--- src/dacl_pkg.sv ---
package dacl_pkg;

  // Converter and serializer widths
  localparam int unsigned DACL_ADC_BITS  = 12;  // Sample code width
  localparam int unsigned DACL_WORD_MAX  = 16;  // Widest serialized word
  localparam int unsigned DACL_CNT_W     = 5;   // Bit counter width

  // Bits per word for each serialization width, as sent on one lane
  localparam logic [4:0] DACL_BITS_16 = 5'h10;
  localparam logic [4:0] DACL_BITS_14 = 5'h0E;
  localparam logic [4:0] DACL_BITS_12 = 5'h0C;

  // Configuration port framing: read flag, 7-bit address, 8-bit data
  localparam logic [4:0] DACL_SPI_FRAME   = 5'h10;
  localparam logic [4:0] DACL_SPI_HDR     = 5'h08;
  localparam int unsigned DACL_RW_POS     = 15;
  localparam int unsigned DACL_NUM_REGS   = 2;

  // Configuration register addresses
  localparam logic [6:0] DACL_ADDR_POWER  = 7'h01;
  localparam logic [6:0] DACL_ADDR_OUTPUT = 7'h02;

  // Field positions inside the power register
  localparam int unsigned DACL_PWR_DOWN_POS = 0;
  localparam int unsigned DACL_PWR_TERM_POS = 1;
  // Field positions inside the output register
  localparam int unsigned DACL_OUT_SER_LSB  = 0;
  localparam int unsigned DACL_OUT_ONE_POS  = 2;
  localparam int unsigned DACL_OUT_DRV_POS  = 3;

  // Values after reset
  localparam logic [7:0] DACL_POWER_RST  = 8'h00;
  localparam logic [7:0] DACL_OUTPUT_RST = 8'h00;

  // Serialization width selection
  typedef enum logic [1:0] {
    DACL_SER16,
    DACL_SER14,
    DACL_SER12
  } dacl_ser_t;

  // Serializer sequencing
  typedef enum logic {
    DACL_IDLE,
    DACL_SHIFT
  } dacl_state_t;

  // Serial bits sent on one lane for a word
  function automatic logic [4:0] dacl_lane_bits(input dacl_ser_t ser,
                                                input logic      one_lane);
    logic [4:0] n;
    n = DACL_BITS_16;
    if (ser == DACL_SER14) begin
      n = DACL_BITS_14;
    end else if (ser == DACL_SER12) begin
      n = DACL_BITS_12;
    end
    return one_lane ? n : {1'b0, n[4:1]};
  endfunction

endpackage

--- src/dacl_cfg_if.sv ---
`timescale 1ns/1ns
// Settings and synchronized pin levels between port logic and core
interface dacl_cfg_if;
  import dacl_pkg::*;
  logic      par_mode;    // Strap level, parallel configuration when high
  logic      cs_lvl;      // Synchronized chip select pin
  logic      sck_lvl;     // Synchronized shift clock pin
  logic      sdi_lvl;     // Synchronized data input pin
  logic      sdo_lvl;     // Synchronized readback pin as input
  dacl_ser_t ser;         // Serialization width
  logic      one_lane;    // One lane per channel
  logic      drive_low;   // Reduced driver current
  logic      power_down;  // Whole part powered down
  logic      term_en;     // Internal output termination

  modport cfg (input par_mode, output cs_lvl, output sck_lvl,
               output sdi_lvl, output sdo_lvl, output ser,
               output one_lane, output drive_low, output power_down,
               output term_en);
  modport core (output par_mode, input cs_lvl, input sck_lvl,
                input sdi_lvl, input sdo_lvl, input ser, input one_lane,
                input drive_low, input power_down, input term_en);
endinterface

--- src/dacl_cfg_port.sv ---
`timescale 1ns/1ns
// Serial configuration port with open-drain readback
module dacl_cfg_port
  import dacl_pkg::*;
(
  input  wire logic clk,
  input  wire logic rst,
  input  wire logic spi_cs_n,
  input  wire logic spi_sck,
  input  wire logic spi_sdi,
  input  wire logic spi_sdo_in,
  output logic      spi_sdo_out,
  output logic      spi_sdo_oe,
  dacl_cfg_if.cfg   cfg
);

  logic [3:0]  sync1_reg, sync2_reg;  // Two-stage pin synchronizers
  logic        sck_prev_reg;          // Last synchronized shift clock
  logic [15:0] sh_reg, sh_next;       // Incoming frame
  logic [4:0]  cnt_reg, cnt_next;     // Bits taken in this frame
  logic [7:0]  rd_reg, rd_next;       // Readback shifter
  logic        rd_act_reg, rd_act_next;
  logic        sdo_reg, sdo_next;     // Bit on readback pin
  logic [7:0]  regs_reg [DACL_NUM_REGS];
  logic [7:0]  regs_next [DACL_NUM_REGS];
  logic        sck_rise, sck_fall, sel;

  // Pin synchronizers; only the second stage is looked at
  always_ff @(posedge clk or posedge rst) begin
    if (rst) begin
      sync1_reg    <= 4'h0;
      sync2_reg    <= 4'h0;
      sck_prev_reg <= 1'b0;
    end else begin
      sync1_reg    <= {spi_sdo_in, spi_sdi, spi_sck, spi_cs_n};
      sync2_reg    <= sync1_reg;
      sck_prev_reg <= sync2_reg[1];
    end
  end

  assign cfg.cs_lvl  = sync2_reg[0];
  assign cfg.sck_lvl = sync2_reg[1];
  assign cfg.sdi_lvl = sync2_reg[2];
  assign cfg.sdo_lvl = sync2_reg[3];

  // Shift clock edges count only while selected in serial mode
  assign sel      = ~sync2_reg[0] & ~cfg.par_mode;
  assign sck_rise = sel & sync2_reg[1] & ~sck_prev_reg;
  assign sck_fall = sel & ~sync2_reg[1] & sck_prev_reg;

  // Frame decode, register write and readback sequencing
  always_comb begin
    sh_next     = sh_reg;
    cnt_next    = cnt_reg;
    rd_next     = rd_reg;
    rd_act_next = rd_act_reg;
    sdo_next    = sdo_reg;
    for (int i = 0; i < DACL_NUM_REGS; i++) begin
      regs_next[i] = regs_reg[i];
    end
    if (!sel) begin
      // Deselect ends any frame; settings are kept
      cnt_next    = 5'h00;
      rd_act_next = 1'b0;
      sdo_next    = 1'b1;
    end else if (sck_rise && cnt_reg != DACL_SPI_FRAME) begin
      sh_next  = {sh_reg[14:0], sync2_reg[2]};
      cnt_next = cnt_reg + 5'h01;
      if (cnt_reg == DACL_SPI_FRAME - 5'h01 && !sh_reg[DACL_RW_POS - 1]) begin
        // Last bit of a write frame commits the byte
        if (sh_reg[13:7] == DACL_ADDR_POWER ||
            sh_reg[13:7] == DACL_ADDR_OUTPUT) begin
          regs_next[sh_reg[13:7] == DACL_ADDR_OUTPUT] =
            {sh_reg[6:0], sync2_reg[2]};
        end
      end
      if (cnt_reg == DACL_SPI_HDR - 5'h01) begin
        // Header complete; unmapped addresses read as zero
        rd_act_next = sh_reg[6];
        rd_next     = ({sh_reg[5:0], sync2_reg[2]} == DACL_ADDR_POWER ||
                       {sh_reg[5:0], sync2_reg[2]} == DACL_ADDR_OUTPUT) ?
                      regs_reg[{sh_reg[5:0], sync2_reg[2]} ==
                               DACL_ADDR_OUTPUT] : 8'h00;
      end
    end else if (sck_fall && rd_act_reg) begin
      // New readback bit after each falling edge, host takes the next one
      sdo_next = rd_reg[7];
      rd_next  = {rd_reg[6:0], 1'b0};
    end
  end

  // Port state
  always_ff @(posedge clk or posedge rst) begin
    if (rst) begin
      sh_reg      <= 16'h0000;
      cnt_reg     <= 5'h00;
      rd_reg      <= 8'h00;
      rd_act_reg  <= 1'b0;
      sdo_reg     <= 1'b1;
      regs_reg[0] <= DACL_POWER_RST;
      regs_reg[1] <= DACL_OUTPUT_RST;
    end else begin
      sh_reg     <= sh_next;
      cnt_reg    <= cnt_next;
      rd_reg     <= rd_next;
      rd_act_reg <= rd_act_next;
      sdo_reg    <= sdo_next;
      regs_reg   <= regs_next;
    end
  end

  // Open drain: only ever pulls low
  assign spi_sdo_out = 1'b0;
  assign spi_sdo_oe  = ~cfg.par_mode & rd_act_reg & ~sdo_reg;

  // Parallel mode takes settings straight from the pin levels; serialization is fixed at 16 bits
  always_comb begin
    if (cfg.par_mode) begin
      cfg.ser        = DACL_SER16;
      cfg.one_lane   = sync2_reg[0];
      cfg.drive_low  = sync2_reg[1];
      cfg.power_down = sync2_reg[2];
      cfg.term_en    = sync2_reg[3];
    end else begin
      cfg.ser        = (regs_reg[1][1:0] == 2'h1) ? DACL_SER14 :
                       (regs_reg[1][1:0] == 2'h2) ? DACL_SER12 : DACL_SER16;
      cfg.one_lane   = regs_reg[1][DACL_OUT_ONE_POS];
      cfg.drive_low  = regs_reg[1][DACL_OUT_DRV_POS];
      cfg.power_down = regs_reg[0][DACL_PWR_DOWN_POS];
      cfg.term_en    = regs_reg[0][DACL_PWR_TERM_POS];
    end
  end

endmodule

--- src/dacl_top.sv ---
`timescale 1ns/1ns
// How it works
// - Filler pair after the code reads zero unless over range
// - Two-lane 14-bit frame spans two encode periods
// - One-lane mode disables B lanes, all on A
// - 16, 14, 12-bit serialization in both arrangements
// - Conversion starts on encode rising edge
// - Shift clock counts only with chip select low
// - Input data sampled on rising shift clock
// - Readback shifted out on open-drain pin
// - Parallel mode: chip select picks lane count
// - Parallel mode: shift clock picks drive current
// - Parallel mode: data input powers down part
// - Parallel mode: readback pin enables termination
module dacl_top
  import dacl_pkg::*;
(
  input  wire logic                     clk,
  input  wire logic                     rst,
  input  wire logic                     config_mode_strap,
  input  wire logic                     sample_strobe_pos,
  input  wire logic                     sample_strobe_neg,
  input  wire logic                     spi_cs_n,
  input  wire logic                     spi_sck,
  input  wire logic                     spi_sdi,
  input  wire logic                     spi_sdo_in,
  output logic                          spi_sdo_out,
  output logic                          spi_sdo_oe,
  input  wire logic [DACL_ADC_BITS-1:0] ch1_code,
  input  wire logic [DACL_ADC_BITS-1:0] ch2_code,
  input  wire logic                     ch1_over,
  input  wire logic                     ch2_over,
  output logic                          bit_clock_out,
  output logic                          word_start_marker,
  output logic                          lane_1a,
  output logic                          lane_1b,
  output logic                          lane_2a,
  output logic                          lane_2b,
  output logic                          lane_b_enable,
  output logic                          power_down,
  output logic                          drive_low,
  output logic                          term_enable
);

  dacl_cfg_if cfg_bus ();

  // Pin synchronizers for strap and encode inputs
  logic [2:0] psync1_reg, psync2_reg;
  logic       enc_prev_reg;         // Last encode level seen
  logic       enc_lvl, enc_rise;

  // Sample hold between encode edge and serializer
  logic [DACL_ADC_BITS-1:0] hold1_reg, hold1_next;
  logic [DACL_ADC_BITS-1:0] hold2_reg, hold2_next;
  logic                     hov1_reg, hov1_next;
  logic                     hov2_reg, hov2_next;
  logic                     pend_reg, pend_next;  // Sample waiting

  // Serializer state
  dacl_state_t              state_reg, state_next;
  logic [4:0]               cnt_reg, cnt_next;     // Lane bit index
  logic                     phase_reg, phase_next; // 0 data, 1 clock
  logic [DACL_WORD_MAX-1:0] w1_reg, w1_next;       // Channel 1 word
  logic [DACL_WORD_MAX-1:0] w2_reg, w2_next;       // Channel 2 word
  dacl_ser_t                ser_reg, ser_next;     // Active width
  logic                     one_reg, one_next;     // Active lane count
  logic                     pair_reg, pair_next;   // Mid 14-bit pair
  logic                     first_reg, first_next; // Word opens a pair
  logic [1:0]               la_reg, la_next;       // A lanes, ch2:ch1
  logic [1:0]               lb_reg, lb_next;       // B lanes, ch2:ch1
  logic                     bclk_reg, bclk_next;
  logic                     fr_reg, fr_next;

  // Scratch terms of the serializer
  logic [4:0] lane_bits, ia, ib;
  logic       pair14, load;
  dacl_ser_t  ld_ser;
  logic       ld_one;

  // Strap is caught through the same two-stage path as any pin
  always_ff @(posedge clk or posedge rst) begin
    if (rst) begin
      psync1_reg   <= 3'h0;
      psync2_reg   <= 3'h0;
      enc_prev_reg <= 1'b0;
    end else begin
      psync1_reg   <= {config_mode_strap, sample_strobe_neg,
                       sample_strobe_pos};
      psync2_reg   <= psync1_reg;
      enc_prev_reg <= enc_lvl;
    end
  end

  // Strap is expected static; a toggle just flips the port mode
  assign cfg_bus.par_mode = psync2_reg[2];

  // Positive high with complement low; single-ended ties complement low
  assign enc_lvl  = psync2_reg[0] & ~psync2_reg[1];
  assign enc_rise = enc_lvl & ~enc_prev_reg;

  // Configuration port and parallel pin decode
  dacl_cfg_port u_cfg (
    .clk         (clk),
    .rst         (rst),
    .spi_cs_n    (spi_cs_n),
    .spi_sck     (spi_sck),
    .spi_sdi     (spi_sdi),
    .spi_sdo_in  (spi_sdo_in),
    .spi_sdo_out (spi_sdo_out),
    .spi_sdo_oe  (spi_sdo_oe),
    .cfg         (cfg_bus.cfg)
  );

  // Settings the analog side would consume
  assign power_down    = cfg_bus.power_down;
  assign drive_low     = cfg_bus.drive_low;
  assign term_enable   = cfg_bus.term_en;
  assign lane_b_enable = ~one_reg & ~cfg_bus.power_down;

  // Lane geometry of the word in flight
  assign lane_bits = dacl_lane_bits(ser_reg, one_reg);
  assign pair14    = (ser_reg == DACL_SER14) & ~one_reg;
  assign ia        = one_reg ? 5'(15 - cnt_reg) : 5'(15 - 2 * cnt_reg);
  assign ib        = 5'(14 - 2 * cnt_reg);

  // A word may start once a sample waits and the last word is done
  assign load = pend_reg & ~cfg_bus.power_down &
                ((state_reg == DACL_IDLE) ||
                 (phase_reg && cnt_reg == lane_bits - 5'h01));

  // Mid-pair words keep the active mode so no frame is split
  assign ld_ser = pair_reg ? ser_reg : cfg_bus.ser;
  assign ld_one = pair_reg ? one_reg : cfg_bus.one_lane;

  // Next values of hold and serializer state
  always_comb begin
    hold1_next = hold1_reg;
    hold2_next = hold2_reg;
    hov1_next  = hov1_reg;
    hov2_next  = hov2_reg;
    pend_next  = pend_reg;
    state_next = state_reg;
    cnt_next   = cnt_reg;
    phase_next = phase_reg;
    w1_next    = w1_reg;
    w2_next    = w2_reg;
    ser_next   = ser_reg;
    one_next   = one_reg;
    pair_next  = pair_reg;
    first_next = first_reg;
    la_next    = la_reg;
    lb_next    = lb_reg;
    bclk_next  = bclk_reg;
    fr_next    = fr_reg;
    if (load) begin
      // Hold is consumed; a coinciding encode edge refills it below
      pend_next = 1'b0;
    end
    if (enc_rise) begin
      // Capture both channels together at the encode edge
      hold1_next = ch1_code;
      hold2_next = ch2_code;
      hov1_next  = ch1_over;
      hov2_next  = ch2_over;
      pend_next  = 1'b1;
    end
    if (cfg_bus.power_down) begin
      // Powered down: lanes quiet, pairing restarts afterwards
      state_next = DACL_IDLE;
      pend_next  = 1'b0;
      pair_next  = 1'b0;
      la_next    = 2'b00;
      lb_next    = 2'b00;
      fr_next    = 1'b0;
    end else if (load) begin
      // Filler pair follows the code, zero unless over range
      w1_next    = {hold1_reg, hov1_reg, hov1_reg, 2'b00};
      w2_next    = {hold2_reg, hov2_reg, hov2_reg, 2'b00};
      if (ld_ser == DACL_SER12) begin
        w1_next = {hold1_reg, 4'h0};
        w2_next = {hold2_reg, 4'h0};
      end
      ser_next   = ld_ser;
      one_next   = ld_one;
      // Two-lane 14-bit words alternate, opening one pair per two samples
      pair_next  = (ld_ser == DACL_SER14 && !ld_one) ? ~pair_reg : 1'b0;
      first_next = ~pair_reg;
      cnt_next   = 5'h00;
      phase_next = 1'b0;
      bclk_next  = bclk_reg ^ (state_reg == DACL_SHIFT);  // Closing edge kept
      state_next = DACL_SHIFT;
    end else begin
      unique case (state_reg)
        DACL_IDLE: begin
          // Clock holds, since a park edge would read as a bit
          ser_next = ld_ser;
          one_next = ld_one;
        end
        DACL_SHIFT: begin
          phase_next = ~phase_reg;
          if (!phase_reg) begin
            // Data changes half a bit before the bit clock edge
            la_next = {w2_reg[ia[3:0]], w1_reg[ia[3:0]]};
            lb_next = one_reg ? 2'b00 :
                      {w2_reg[ib[3:0]], w1_reg[ib[3:0]]};
            fr_next = pair14 ? first_reg :
                      (cnt_reg < {1'b0, lane_bits[4:1]});
          end else begin
            // Each bit toggles the clock so both edges carry data
            bclk_next = ~bclk_reg;
            cnt_next  = cnt_reg + 5'h01;
            if (cnt_reg == lane_bits - 5'h01) begin
              state_next = DACL_IDLE;
            end
          end
        end
      endcase
    end
  end

  // Serializer and hold registers
  always_ff @(posedge clk or posedge rst) begin
    if (rst) begin
      hold1_reg <= '0;
      hold2_reg <= '0;
      hov1_reg  <= 1'b0;
      hov2_reg  <= 1'b0;
      pend_reg  <= 1'b0;
      state_reg <= DACL_IDLE;
      cnt_reg   <= 5'h00;
      phase_reg <= 1'b0;
      w1_reg    <= 16'h0000;
      w2_reg    <= 16'h0000;
      ser_reg   <= DACL_SER16;
      one_reg   <= 1'b0;
      pair_reg  <= 1'b0;
      first_reg <= 1'b0;
      la_reg    <= 2'b00;
      lb_reg    <= 2'b00;
      bclk_reg  <= 1'b0;
      fr_reg    <= 1'b0;
    end else begin
      hold1_reg <= hold1_next;
      hold2_reg <= hold2_next;
      hov1_reg  <= hov1_next;
      hov2_reg  <= hov2_next;
      pend_reg  <= pend_next;
      state_reg <= state_next;
      cnt_reg   <= cnt_next;
      phase_reg <= phase_next;
      w1_reg    <= w1_next;
      w2_reg    <= w2_next;
      ser_reg   <= ser_next;
      one_reg   <= one_next;
      pair_reg  <= pair_next;
      first_reg <= first_next;
      la_reg    <= la_next;
      lb_reg    <= lb_next;
      bclk_reg  <= bclk_next;
      fr_reg    <= fr_next;
    end
  end

  // Lane pins straight from flops; receiver samples on both edges
  assign lane_1a           = la_reg[0];
  assign lane_2a           = la_reg[1];
  assign lane_1b           = lb_reg[0];
  assign lane_2b           = lb_reg[1];
  assign bit_clock_out     = bclk_reg;
  assign word_start_marker = fr_reg;

endmodule

--- config.mk ---
export PLATFORM = sky130hd
export DESIGN_NAME = dacl_top
export DESIGN_NICKNAME = d
export VERILOG_FILES = /design/src/dacl_pkg.sv /design/src/dacl_cfg_if.sv /design/src/dacl_cfg_port.sv /design/src/dacl_top.sv
export SDC_FILE = /design/constraint.sdc
export NUM_CORES = 1
export LEC_CHECK = 0
export ABC_AREA = 1
export BUFFER_PORTS_ARGS = -buffer_cell sky130_fd_sc_hd__buf_2
export CORE_ASPECT_RATIO = 0.5
export CORE_MARGIN = 4
export CORE_UTILIZATION = 61
export DETAILED_ROUTE_END_ITERATION = 6
export PLACE_DENSITY = 0.83
export SYNTH_ARGS = -nofsm -noshare
export SYNTH_HDL_FRONTEND = slang
export SYNTH_SLANG_ARGS = --single-unit
--- constraint.sdc ---
create_clock -name clk -period 10.1 [get_ports clk]
set_clock_uncertainty 0.1 [all_clocks]
set_input_delay 2.02 -clock clk [delete_from_list [all_inputs] [get_ports clk]]
set_output_delay 2.02 -clock clk [all_outputs]
set_load 0.05 [all_outputs]
======== Yosys cells after proc, flatten, opt, wreduce, memory -nomap -nowiden ========
Index checks and enable logic that the tools add are counted.
storage, ports and cells
  bits in registers ....................... 139
cells by class
  $add $sub $neg .......................... 6
  order comparisons ....................... 6
  equal/unequal tests ..................... 22
  multiplexer cells ....................... 78
  bitwise operators ....................... 29
  reductions and logical operators ........ 27
operators with widths
  cell                                                         number
  two-way mux 8 bit                                            8
  two-way mux 5 bit                                            8
  two-way mux 1 bit                                            38
  two-way mux 2 bit                                            15
  binary-select mux 1 bit (select 4 bit)                       4
  bitwise mux 16 bit                                           1
  == test 7 x 1 -> 1 bit (second input constant)               2
  == test 7 x 2 -> 1 bit (second input constant)               2
  != test 2 bit (second input constant)                        7
  AND 1 bit                                                    13
  NOT 1 bit                                                    13
  two-way mux 4 bit                                            3
  AND reduction 2 bit                                          6
  subtractor 4 bit (first input constant)                      3
  adder 5 x 1 -> 5 bit (second input constant)                 2
  less-than comparator 4 x 5 -> 1 bit (second input constant)  2
  nonzero test 2 bit                                           5
  AND reduction 3 bit                                          3
  demux 8 bit (select 1 bit)                                   1
  == test 2 x 1 -> 1 bit (second input constant)               3
  == test 2 bit (second input constant)                        3
  logical AND 1 bit                                            6
  == test 5 x 3 -> 1 bit (second input constant)               1
  == test 5 x 4 -> 1 bit (second input constant)               1
  other kinds (13)                                             18

======== Longest topological paths before layout ========
Gate-level depths: netlist of the first run.
  word-level depth ........................ 12
  depth in mapped cells ................... 20
  mapped depth without buffers ............ 19

======== Cells and area by module ========
A second synthesis of the first run with hierarchy kept.
second synthesis, totals
  cell total of the unflattened synthesis .. 740
  area total of the unflattened synthesis .. 6286.0 µm²
modules (own cells, without submodules)
  module         instances  cells each  area an instance (µm²)  sequential area each (µm²)
  dacl_top       1          447         3702.3                  1951.9
  dacl_cfg_port  1          293         2583.7                  1377.6

======== Worst setup path after synthesis of the first run ========
OpenSTA, ideal clock, no wires.
  path kind ............................... register to output
  from .................................... register psync2_reg[2]
  to ...................................... output lane_b_enable
  arrival time ............................ 1.564 ns
  path slack .............................. 6.416 ns
  cell stages (with the launch flop) ...... 5
  buffers on the path ..................... 0
  cell sequence ........................... dfrtp_1 > inv_2 > nand2_1 > nand2_2 > nor2_1
on the way
  word-level cells in the longest chain between the ends .. 3
ends and longest elaborated chain
  what                        line                  source
  start, declared             dacl_top.sv:48        logic [2:0] psync1_reg, psync2_reg;
  start signal, assigned      dacl_top.sv:89        psync2_reg <= psync1_reg;
  two-way mux 1 bit           dacl_cfg_port.sv:118  if (cfg.par_mode) begin
  named net power_down        dacl_top.sv:40        output logic power_down,
  NOT 1 bit (no source line)  -
  AND 1 bit                   dacl_top.sv:118       assign lane_b_enable = ~one_reg & ~cfg_bus.power_down;
  end, declared               dacl_top.sv:39        output logic lane_b_enable,
The timed path passes the listed nets, and every way through them passes these cells.

======== Worst setup path after layout of the first run ========
  from .................................... register psync2_reg[2]
  to ...................................... output lane_b_enable
on the way
  word-level cells in the longest chain between the ends .. 3
ends and longest elaborated chain
  what                        line
  two-way mux 1 bit           dacl_cfg_port.sv:118
  NOT 1 bit (no source line)  -
  AND 1 bit                   dacl_top.sv:118
Every way passes these cells.

==> results.tsv, run 1 <==
stage	metric	value	unit
status	outcome	finished, final reports clean	
grt	initial antenna violation count	0	
synth	sequential fraction of the synthesis area	0.521	
floorplanning	cell row count	26	
floorplanning	chip height	80.4	microns
sta	period utilisation layout	0.388	
layout	Syn-to-layout area delta	12.8	%
place	Inst Count DP	894	
worst_setup_path	Data arrival, critical path	1.80	ns
place	gpl congestion	0.841	
floorplanning	Placeable Area	0.0102	sq mm
sta	Tmin final	3.92	ns
worst_setup_path	crit path launch	psync2_reg[2]$_DFF_PP0_	
layout	Largest register FFs	16	
layout	ANT cells	0	
detailed_routing	via/cell ratio	5.42	
place	pre-CTS setup slack	6.35	ns
worst_setup_path	Critical Path Sink Type	output port	
worst_setup_path	crit path kind	reg2out	
synth	Mapped Nets	779	
hold_path	Hold Crit Start	u_cfg.sync1_reg[1]$_DFF_PP0_	
detailed_routing	ANT nets after route	0	
worst_setup_path	reg-to-reg startpoint	ser_reg[0]$_DFFE_PP0P_	
cts	Clk Latency, worst-skew pair	0.42	ns
layout	Multi-input gate area	0.00255	sq mm
detailed_routing	Routed WL	13400	microns
grt	total gr overflow	0	
layout	fraction of layout cells with a size suffix above 1	0.188	
worst_setup_path	worst path cell trace	inv_2 -> nand2_1 -> nand2_2 -> nor2_1 -> buf_2	
worst_setup_path	WP data required	7.98	ns
cts	CTS Sinks	133	
cts	CTS root buf	clkbuf_16	
place	dpl hpwl	8690	microns
sta	setup TNS	0	ns
detailed_routing	WL/cell	14.5	microns
synth	ranking of synthesized cells by area	dfrtp_1, nand2_1, inv_1	
cts	Num CTS Buffers	17	
cts	CTS Buffer Depth	2	
sta	max-slew violation count	0	
cts	PostCTS Resize Cnt	0	
sta	RSZ-0062 raised after global routing	no	
synth	Synth cell types	38	
worst_setup_path	CP top delay family	simple AND/OR/NAND/NOR gates	
layout	FF+latch area	0.00333	sq mm
place	Port Buf Inserts	45	
cts	setup bufs post-CTS	0	
power	worst vdd rail ir drop	140	uV
synth	Synth Area per Inst	8.69	sq um
sta	Final Hold Fails	0	
grt	first-pass GRT wire length	23300	microns
synth	Mapped Area	0.00639	sq mm
synth	post-synthesis instance total	735	
cts	CTS tree	yes	
sta	slew margin rel.	0.318	
layout	final std cells w/o fill	926	
worst_setup_path	crit start category	register	
grt	vias in the first global route	4980	
sta	actual transition at the worst max-transition pin	1.02	ns
floorplanning	die area	0.0123	sq mm
sta	fmax	0.255	GHz
detailed_routing	drt pass-1 iters	5	
grt	Total GRT Usage	0.236	
layout	nets	817	
floorplanning	IO Pins	47	
cts	H-tree depth	4	
power	PD cells	244	mW/mm^2
sta	Finish-stage setup viols	0	
grt	pin count of the biggest net entering global routing	85	
power	Tot Pwr	1.76	mW
detailed_routing	via count	5023	
hold_path	hold crit path type	reg2reg	
cts	# hold bufs at CTS	0	
layout	commonest non-fill, non-tap cell in the layout	nand2_1	
worst_setup_path	slowest cell delay on critical path	0.45	ns
floorplanning	die width	153	microns
floorplanning	initial core utilization	0.626	
sta	final worst slack	6.18	ns
worst_setup_path	CP bufs+invs	2	
detailed_routing	initial DRC count	415	
synth	top cell type by total area after synthesis	dfrtp_1	
cts	CTS clk-pin slew, worst paths	0.06	ns
synth	top cell type's share of synthesized area	0.517	
layout	post-route core utilization	0.706	
synth	Ys Warns	0	
layout	filler instances	746	
layout	commonest cells after routing, fill and taps aside	nand2_1, dfrtp_1, inv_1	
synth	synthesis-stage register bit count	133	
power	leakage	3.55	nW
worst_setup_path	Crit-path slowest cell	dfrtp_1	
worst_setup_path	critical path peak fanout	9	
detailed_routing	# DRC	0	
job	Max-Cap Viols	0	
layer usage:
| metal | track usage | part of all wire |
|---|---|---|
| met1 | 0.292 | 0.43 |
| met2 | 0.407 | 0.50 |
| met3 | 0.0635 | 0.052 |
| met4 | 0.0844 | 0.017 |
| met5 | 0 | 0 |
final timing paths:
check | endpoint | depth (start not counted) | slack [ns]
max | lane_b_enable | 5 | 6.18
min | u_cfg.sync2_reg[1]$_DFF_PP0_ | 0 | 0.25
max reg2reg | la_reg[0]$_DFFE_PP0P_ | 16 | 7.11
min reg2reg | u_cfg.sync2_reg[1]$_DFF_PP0_ | 0 | 0.25
max in group asynchronous | w2_reg[11]$_DFFE_PP0P_ | 3 | 6.85
min in group asynchronous | u_cfg.regs_reg[5]$_DFFE_PP0P_ | 2 | 1.58
cells by family after synthesis:
logic type	after synthesis	synth area share
and+or+nand+nor	342	0.237
DFF	133	0.521
AOI/OAI and AO/OA	131	0.124
buffers and inverters	107	0.0805
adders and majority gates	9	0.0176
muxes	8	0.0141
xor gates and xnor gates	4	0.00548
other	1	0.000587
per-stage QoR:
stage                     hold WS [ns]  area [sq um]
after global routing             0.253          7210
after detailed placement         0.236          6600
after floorplan                  0.231          6390
final                            0.246          7210
after CTS                        0.248          7210
after global placement           0.233          6600
worst reg2reg max path, stage by stage (launching register included):
cell     delay [ns]
dfrtp_1        0.40
ha_1           0.43
nand2_1        0.15
nand2_1        0.06
ha_1           0.20
inv_1          0.08
nand2_1        0.07
nand2_1        0.08
nand2_1        0.05
nand2_1        0.09
nor2_2         0.04
nand2_2        0.07
nand2_4        0.08
nand2_4        0.55
nand3_2        0.25
nand2_1        0.11
nand2_1        0.06
final cells by class:
class | instances | share of cell area
clock buffers | 20 | 0.0634
clock inverters | 12 | 0.0212
inverters | 79 | 0.0425
multi-input cells | 495 | 0.353
flip-flops and latches | 133 | 0.462
well taps | 140 | 0.0243
repair buffers | 47 | 0.0333
report_power, final:
group	internal, mW	switching (mW)
clock	0.401	0.228
sequential	0.626	0.0900
combinational	0.135	0.279
total	1.16	0.596
synthesized netlist by cell type:
master / instances
clkbuf_1: 8
o21ai_1: 14
nor4_4: 1
dfrtp_1: 132
or2_2: 1
inv_1: 73
nand3_1: 52
nor2_2: 4
xor2_1: 3
buf_8: 2
a211oi_4: 1
buf_6: 8
dfstp_2: 1
conb_1: 1
xnor2_1: 1
inv_2: 5
nand2_2: 9
nand3_2: 2
buf_2: 6
a21oi_1: 45
o21ai_2: 27
nand4_1: 13
nor2_1: 58
nand2_4: 4
buf_4: 4
ha_1: 9
o21ai_0: 37
inv_8: 1
o211ai_1: 3
nor3_2: 1
o22ai_1: 1
nand2_1: 191
nor4_1: 1
nor3_4: 2
nor3_1: 3
a21oi_2: 2
o21bai_1: 1
mux2_2: 8
Note: power is estimated with default switching activity, not from simulation.
==> run 2, diff against run 1 <==
- CORE_UTILIZATION: 61 -> 54
- PLACE_DENSITY: 0.83 -> 0.78
- clock period: 10.1 -> 3.15 ns (I/O delays scaled with it)
==> run 2 against run 1 <==
Setup slack worse by 5.9 ns. Utilization fell by 6.4 points. Via count decreased by 3.3%. Clock-buffer cell count is the same. Sequential cell count is the same. Critical path depth rose by 11. Non-clock buffer count up 3. Design area grew 0.36%. Sequential power rose to 3.2 times the previous value. Register-to-register slack lost 6.8 ns. Final cell count increased by 2.4%.
==> results.tsv, run 2 (same netlist as run 1, synthesis figures left out) <==
stage	metric	value	unit	change
cts	H-tree depth	4		unchanged
hold_path	hold crit path type	in2reg		
layout	post-route core utilization	0.641		-0.0645
power	PD cells	763	mW/mm^2	+210%
layout	FF+latch area	0.00333	sq mm	unchanged
sta	slew margin rel.	0.539		+0.221
place	Port Buf Inserts	45		unchanged
detailed_routing	# DRC	0		unchanged
cts	CTS Sinks	133		unchanged
worst_setup_path	reg-to-reg startpoint	ser_reg[0]$_DFFE_PP0P_		
sta	fmax	0.346	GHz	
worst_setup_path	Critical Path Sink Type	register		
grt	first-pass GRT wire length	22400	microns	-3.7%
worst_setup_path	critical path peak fanout	44		+35
cts	PostCTS Resize Cnt	0		unchanged
detailed_routing	Routed WL	12800	microns	-4.8%
layout	Multi-input gate area	0.00255	sq mm	unchanged
place	gpl congestion	0.869		+3.3%
grt	total gr overflow	0		unchanged
detailed_routing	initial DRC count	388		-6.5%
sta	period utilisation layout	0.917		
worst_setup_path	R2R cell count	16		unchanged
power	Tot Pwr	5.52	mW	+210%
layout	filler instances	944		+27%
detailed_routing	via count	4855		-3.3%
sta	hold slack	0.221	ns	-0.0251 ns
sta	RSZ-0062 raised after global routing	no		
job	Max-Cap Viols	0		unchanged
worst_setup_path	crit path kind	reg2reg		
cts	CTS tree	yes		
power	worst vdd rail ir drop	315	uV	+120%
cts	CTS clk-pin slew, worst paths	0.06	ns	about the same
status	outcome	finished, final reports clean		
detailed_routing	drt pass-1 iters	5		unchanged
layout	nets	820		+0.37%
floorplanning	die width	162	microns	+6.0%
layout	fraction of layout cells with a size suffix above 1	0.190		+0.00182
sta	actual transition at the worst max-transition pin	0.692	ns	-0.331 ns
floorplanning	IO Pins	47		unchanged
worst_setup_path	crit path launch	ser_reg[0]$_DFFE_PP0P_		
hold_path	Hold Crit Start	spi_sck		
grt	pin count of the biggest net entering global routing	134		+58%
hold_path	hold path cells	1		+1
cts	Num CTS Buffers	17		unchanged
grt	initial antenna violation count	0		unchanged
detailed_routing	ANT nets after route	0		unchanged
grt	vias in the first global route	4723		-5.2%
layout	commonest non-fill, non-tap cell in the layout	nand2_1		
floorplanning	cell row count	27		+3.8%
layout	Largest register FFs	16		unchanged
sta	Final Hold Fails	0		unchanged
cts	CTS Buffer Depth	2		unchanged
cts	setup bufs post-CTS	0		unchanged
worst_setup_path	Data arrival, critical path	3.12	ns	+1.32 ns
power	leakage	3.55	nW	about the same
worst_setup_path	WP data required	3.39	ns	-4.59 ns
cts	CTS root buf	clkbuf_16		
detailed_routing	WL/cell	13.5	microns	-7.0%
layout	commonest cells after routing, fill and taps aside	nand2_1, dfrtp_1, inv_1		
sta	Tmin final	2.89	ns	
detailed_routing	via/cell ratio	5.12		-5.6%
floorplanning	Placeable Area	0.0113	sq mm	+10%
worst_setup_path	crit start category	register		
cts	# hold bufs at CTS	0		unchanged
sta	max-slew violation count	0		unchanged
grt	Total GRT Usage	0.200		-0.0358
sta	setup TNS	0	ns	unchanged
floorplanning	chip height	84.9	microns	+5.7%
cts	Clk Latency, worst-skew pair	0.41	ns	about the same
sta	Finish-stage setup viols	0		unchanged
floorplanning	initial core utilization	0.566		-0.0592
layout	Syn-to-layout area delta	13.2	%	
floorplanning	die area	0.0137	sq mm	+12%
layout	ANT cells	0		unchanged
place	dpl hpwl	8480	microns	-2.4%
[run 2: cell types whose count changed in the layout (fill, tap and decap cells not counted)]
| cell | previous run | this run |
|---|---|---|
| clkinv_4 | 1 | 2 |
| clkbuf_8 | 2 | 1 |
| clkinv_2 | 3 | 4 |
| buf_12 | 0 | 1 |
| bufinv_16 | 3 | 2 |
| clkbuf_1 | 1 | 2 |
| inv_4 | 1 | 0 |
| buf_4 | 2 | 4 |
[run 2: final cells by class]
| type | count | area share |
|---|---|---|
| tap | 159 | 0.0275 |
| timing repair buffer | 50 | 0.0381 |
| sequential | 133 | 0.460 |
| clock inverter | 12 | 0.0178 |
| inverter | 79 | 0.0426 |
| clock buffer | 20 | 0.0618 |
| multi-input combinational | 495 | 0.352 |
[run 2: final timing paths]
check                                                to  slack (ns)
max                               w1_reg[7]$_DFFE_PP0P_        0.26
min                        u_cfg.sync1_reg[1]$_DFF_PP0_        0.22
max reg2reg                       w1_reg[7]$_DFFE_PP0P_        0.26
min reg2reg                     psync2_reg[1]$_DFF_PP0_        0.25
max in group asynchronous      hold2_reg[1]$_DFFE_PP0P_        2.12
min in group asynchronous         lb_reg[1]$_DFFE_PP0P_        0.31
[run 2: worst max-delay path, cell delays in order, from the launching register on]
cell	delay [ns]
dfrtp_1	0.40
ha_1	0.43
nand2_1	0.14
nand2_1	0.06
ha_1	0.19
inv_1	0.08
nand2_1	0.07
nand2_1	0.07
nand2_1	0.05
nand2_1	0.08
nor2_2	0.04
nand2_2	0.08
nand2_4	0.08
nand2_4	0.22
buf_4	0.48
nand2_1	0.16
o21ai_2	0.08
[run 2: layer usage]
metal	global-route usage	part of all wire	routed length, microns
met1	0.259	0.46	5920
met2	0.324	0.47	6050
met3	0.0519	0.046	581
met4	0.0829	0.016	210
met5	0	0	0
[run 2: per-stage QoR]
| stage | setup WS [ns] | cells | instance area (sq um) |
|---|---|---|---|
| 6_report | 0.263 | 948 | 7230 |
| 4_1_cts | 0.289 | 948 | 7230 |
| 2_1_floorplan | 0.770 | 735 | 6390 |
| 3_3_place_gp | 0.424 | 916 | 6660 |
| 3_5_place_dp | 0.317 | 916 | 6660 |
| 5_1_grt | 0.000317 | 948 | 7230 |
[run 2: power breakdown]
group          leakage [nW]  switching [mW]  internal (mW)  total [mW]
combinational          1.59           0.868          0.440        1.31
sequential             1.68           0.278           2.01        2.29
clock                 0.276           0.741           1.18        1.92
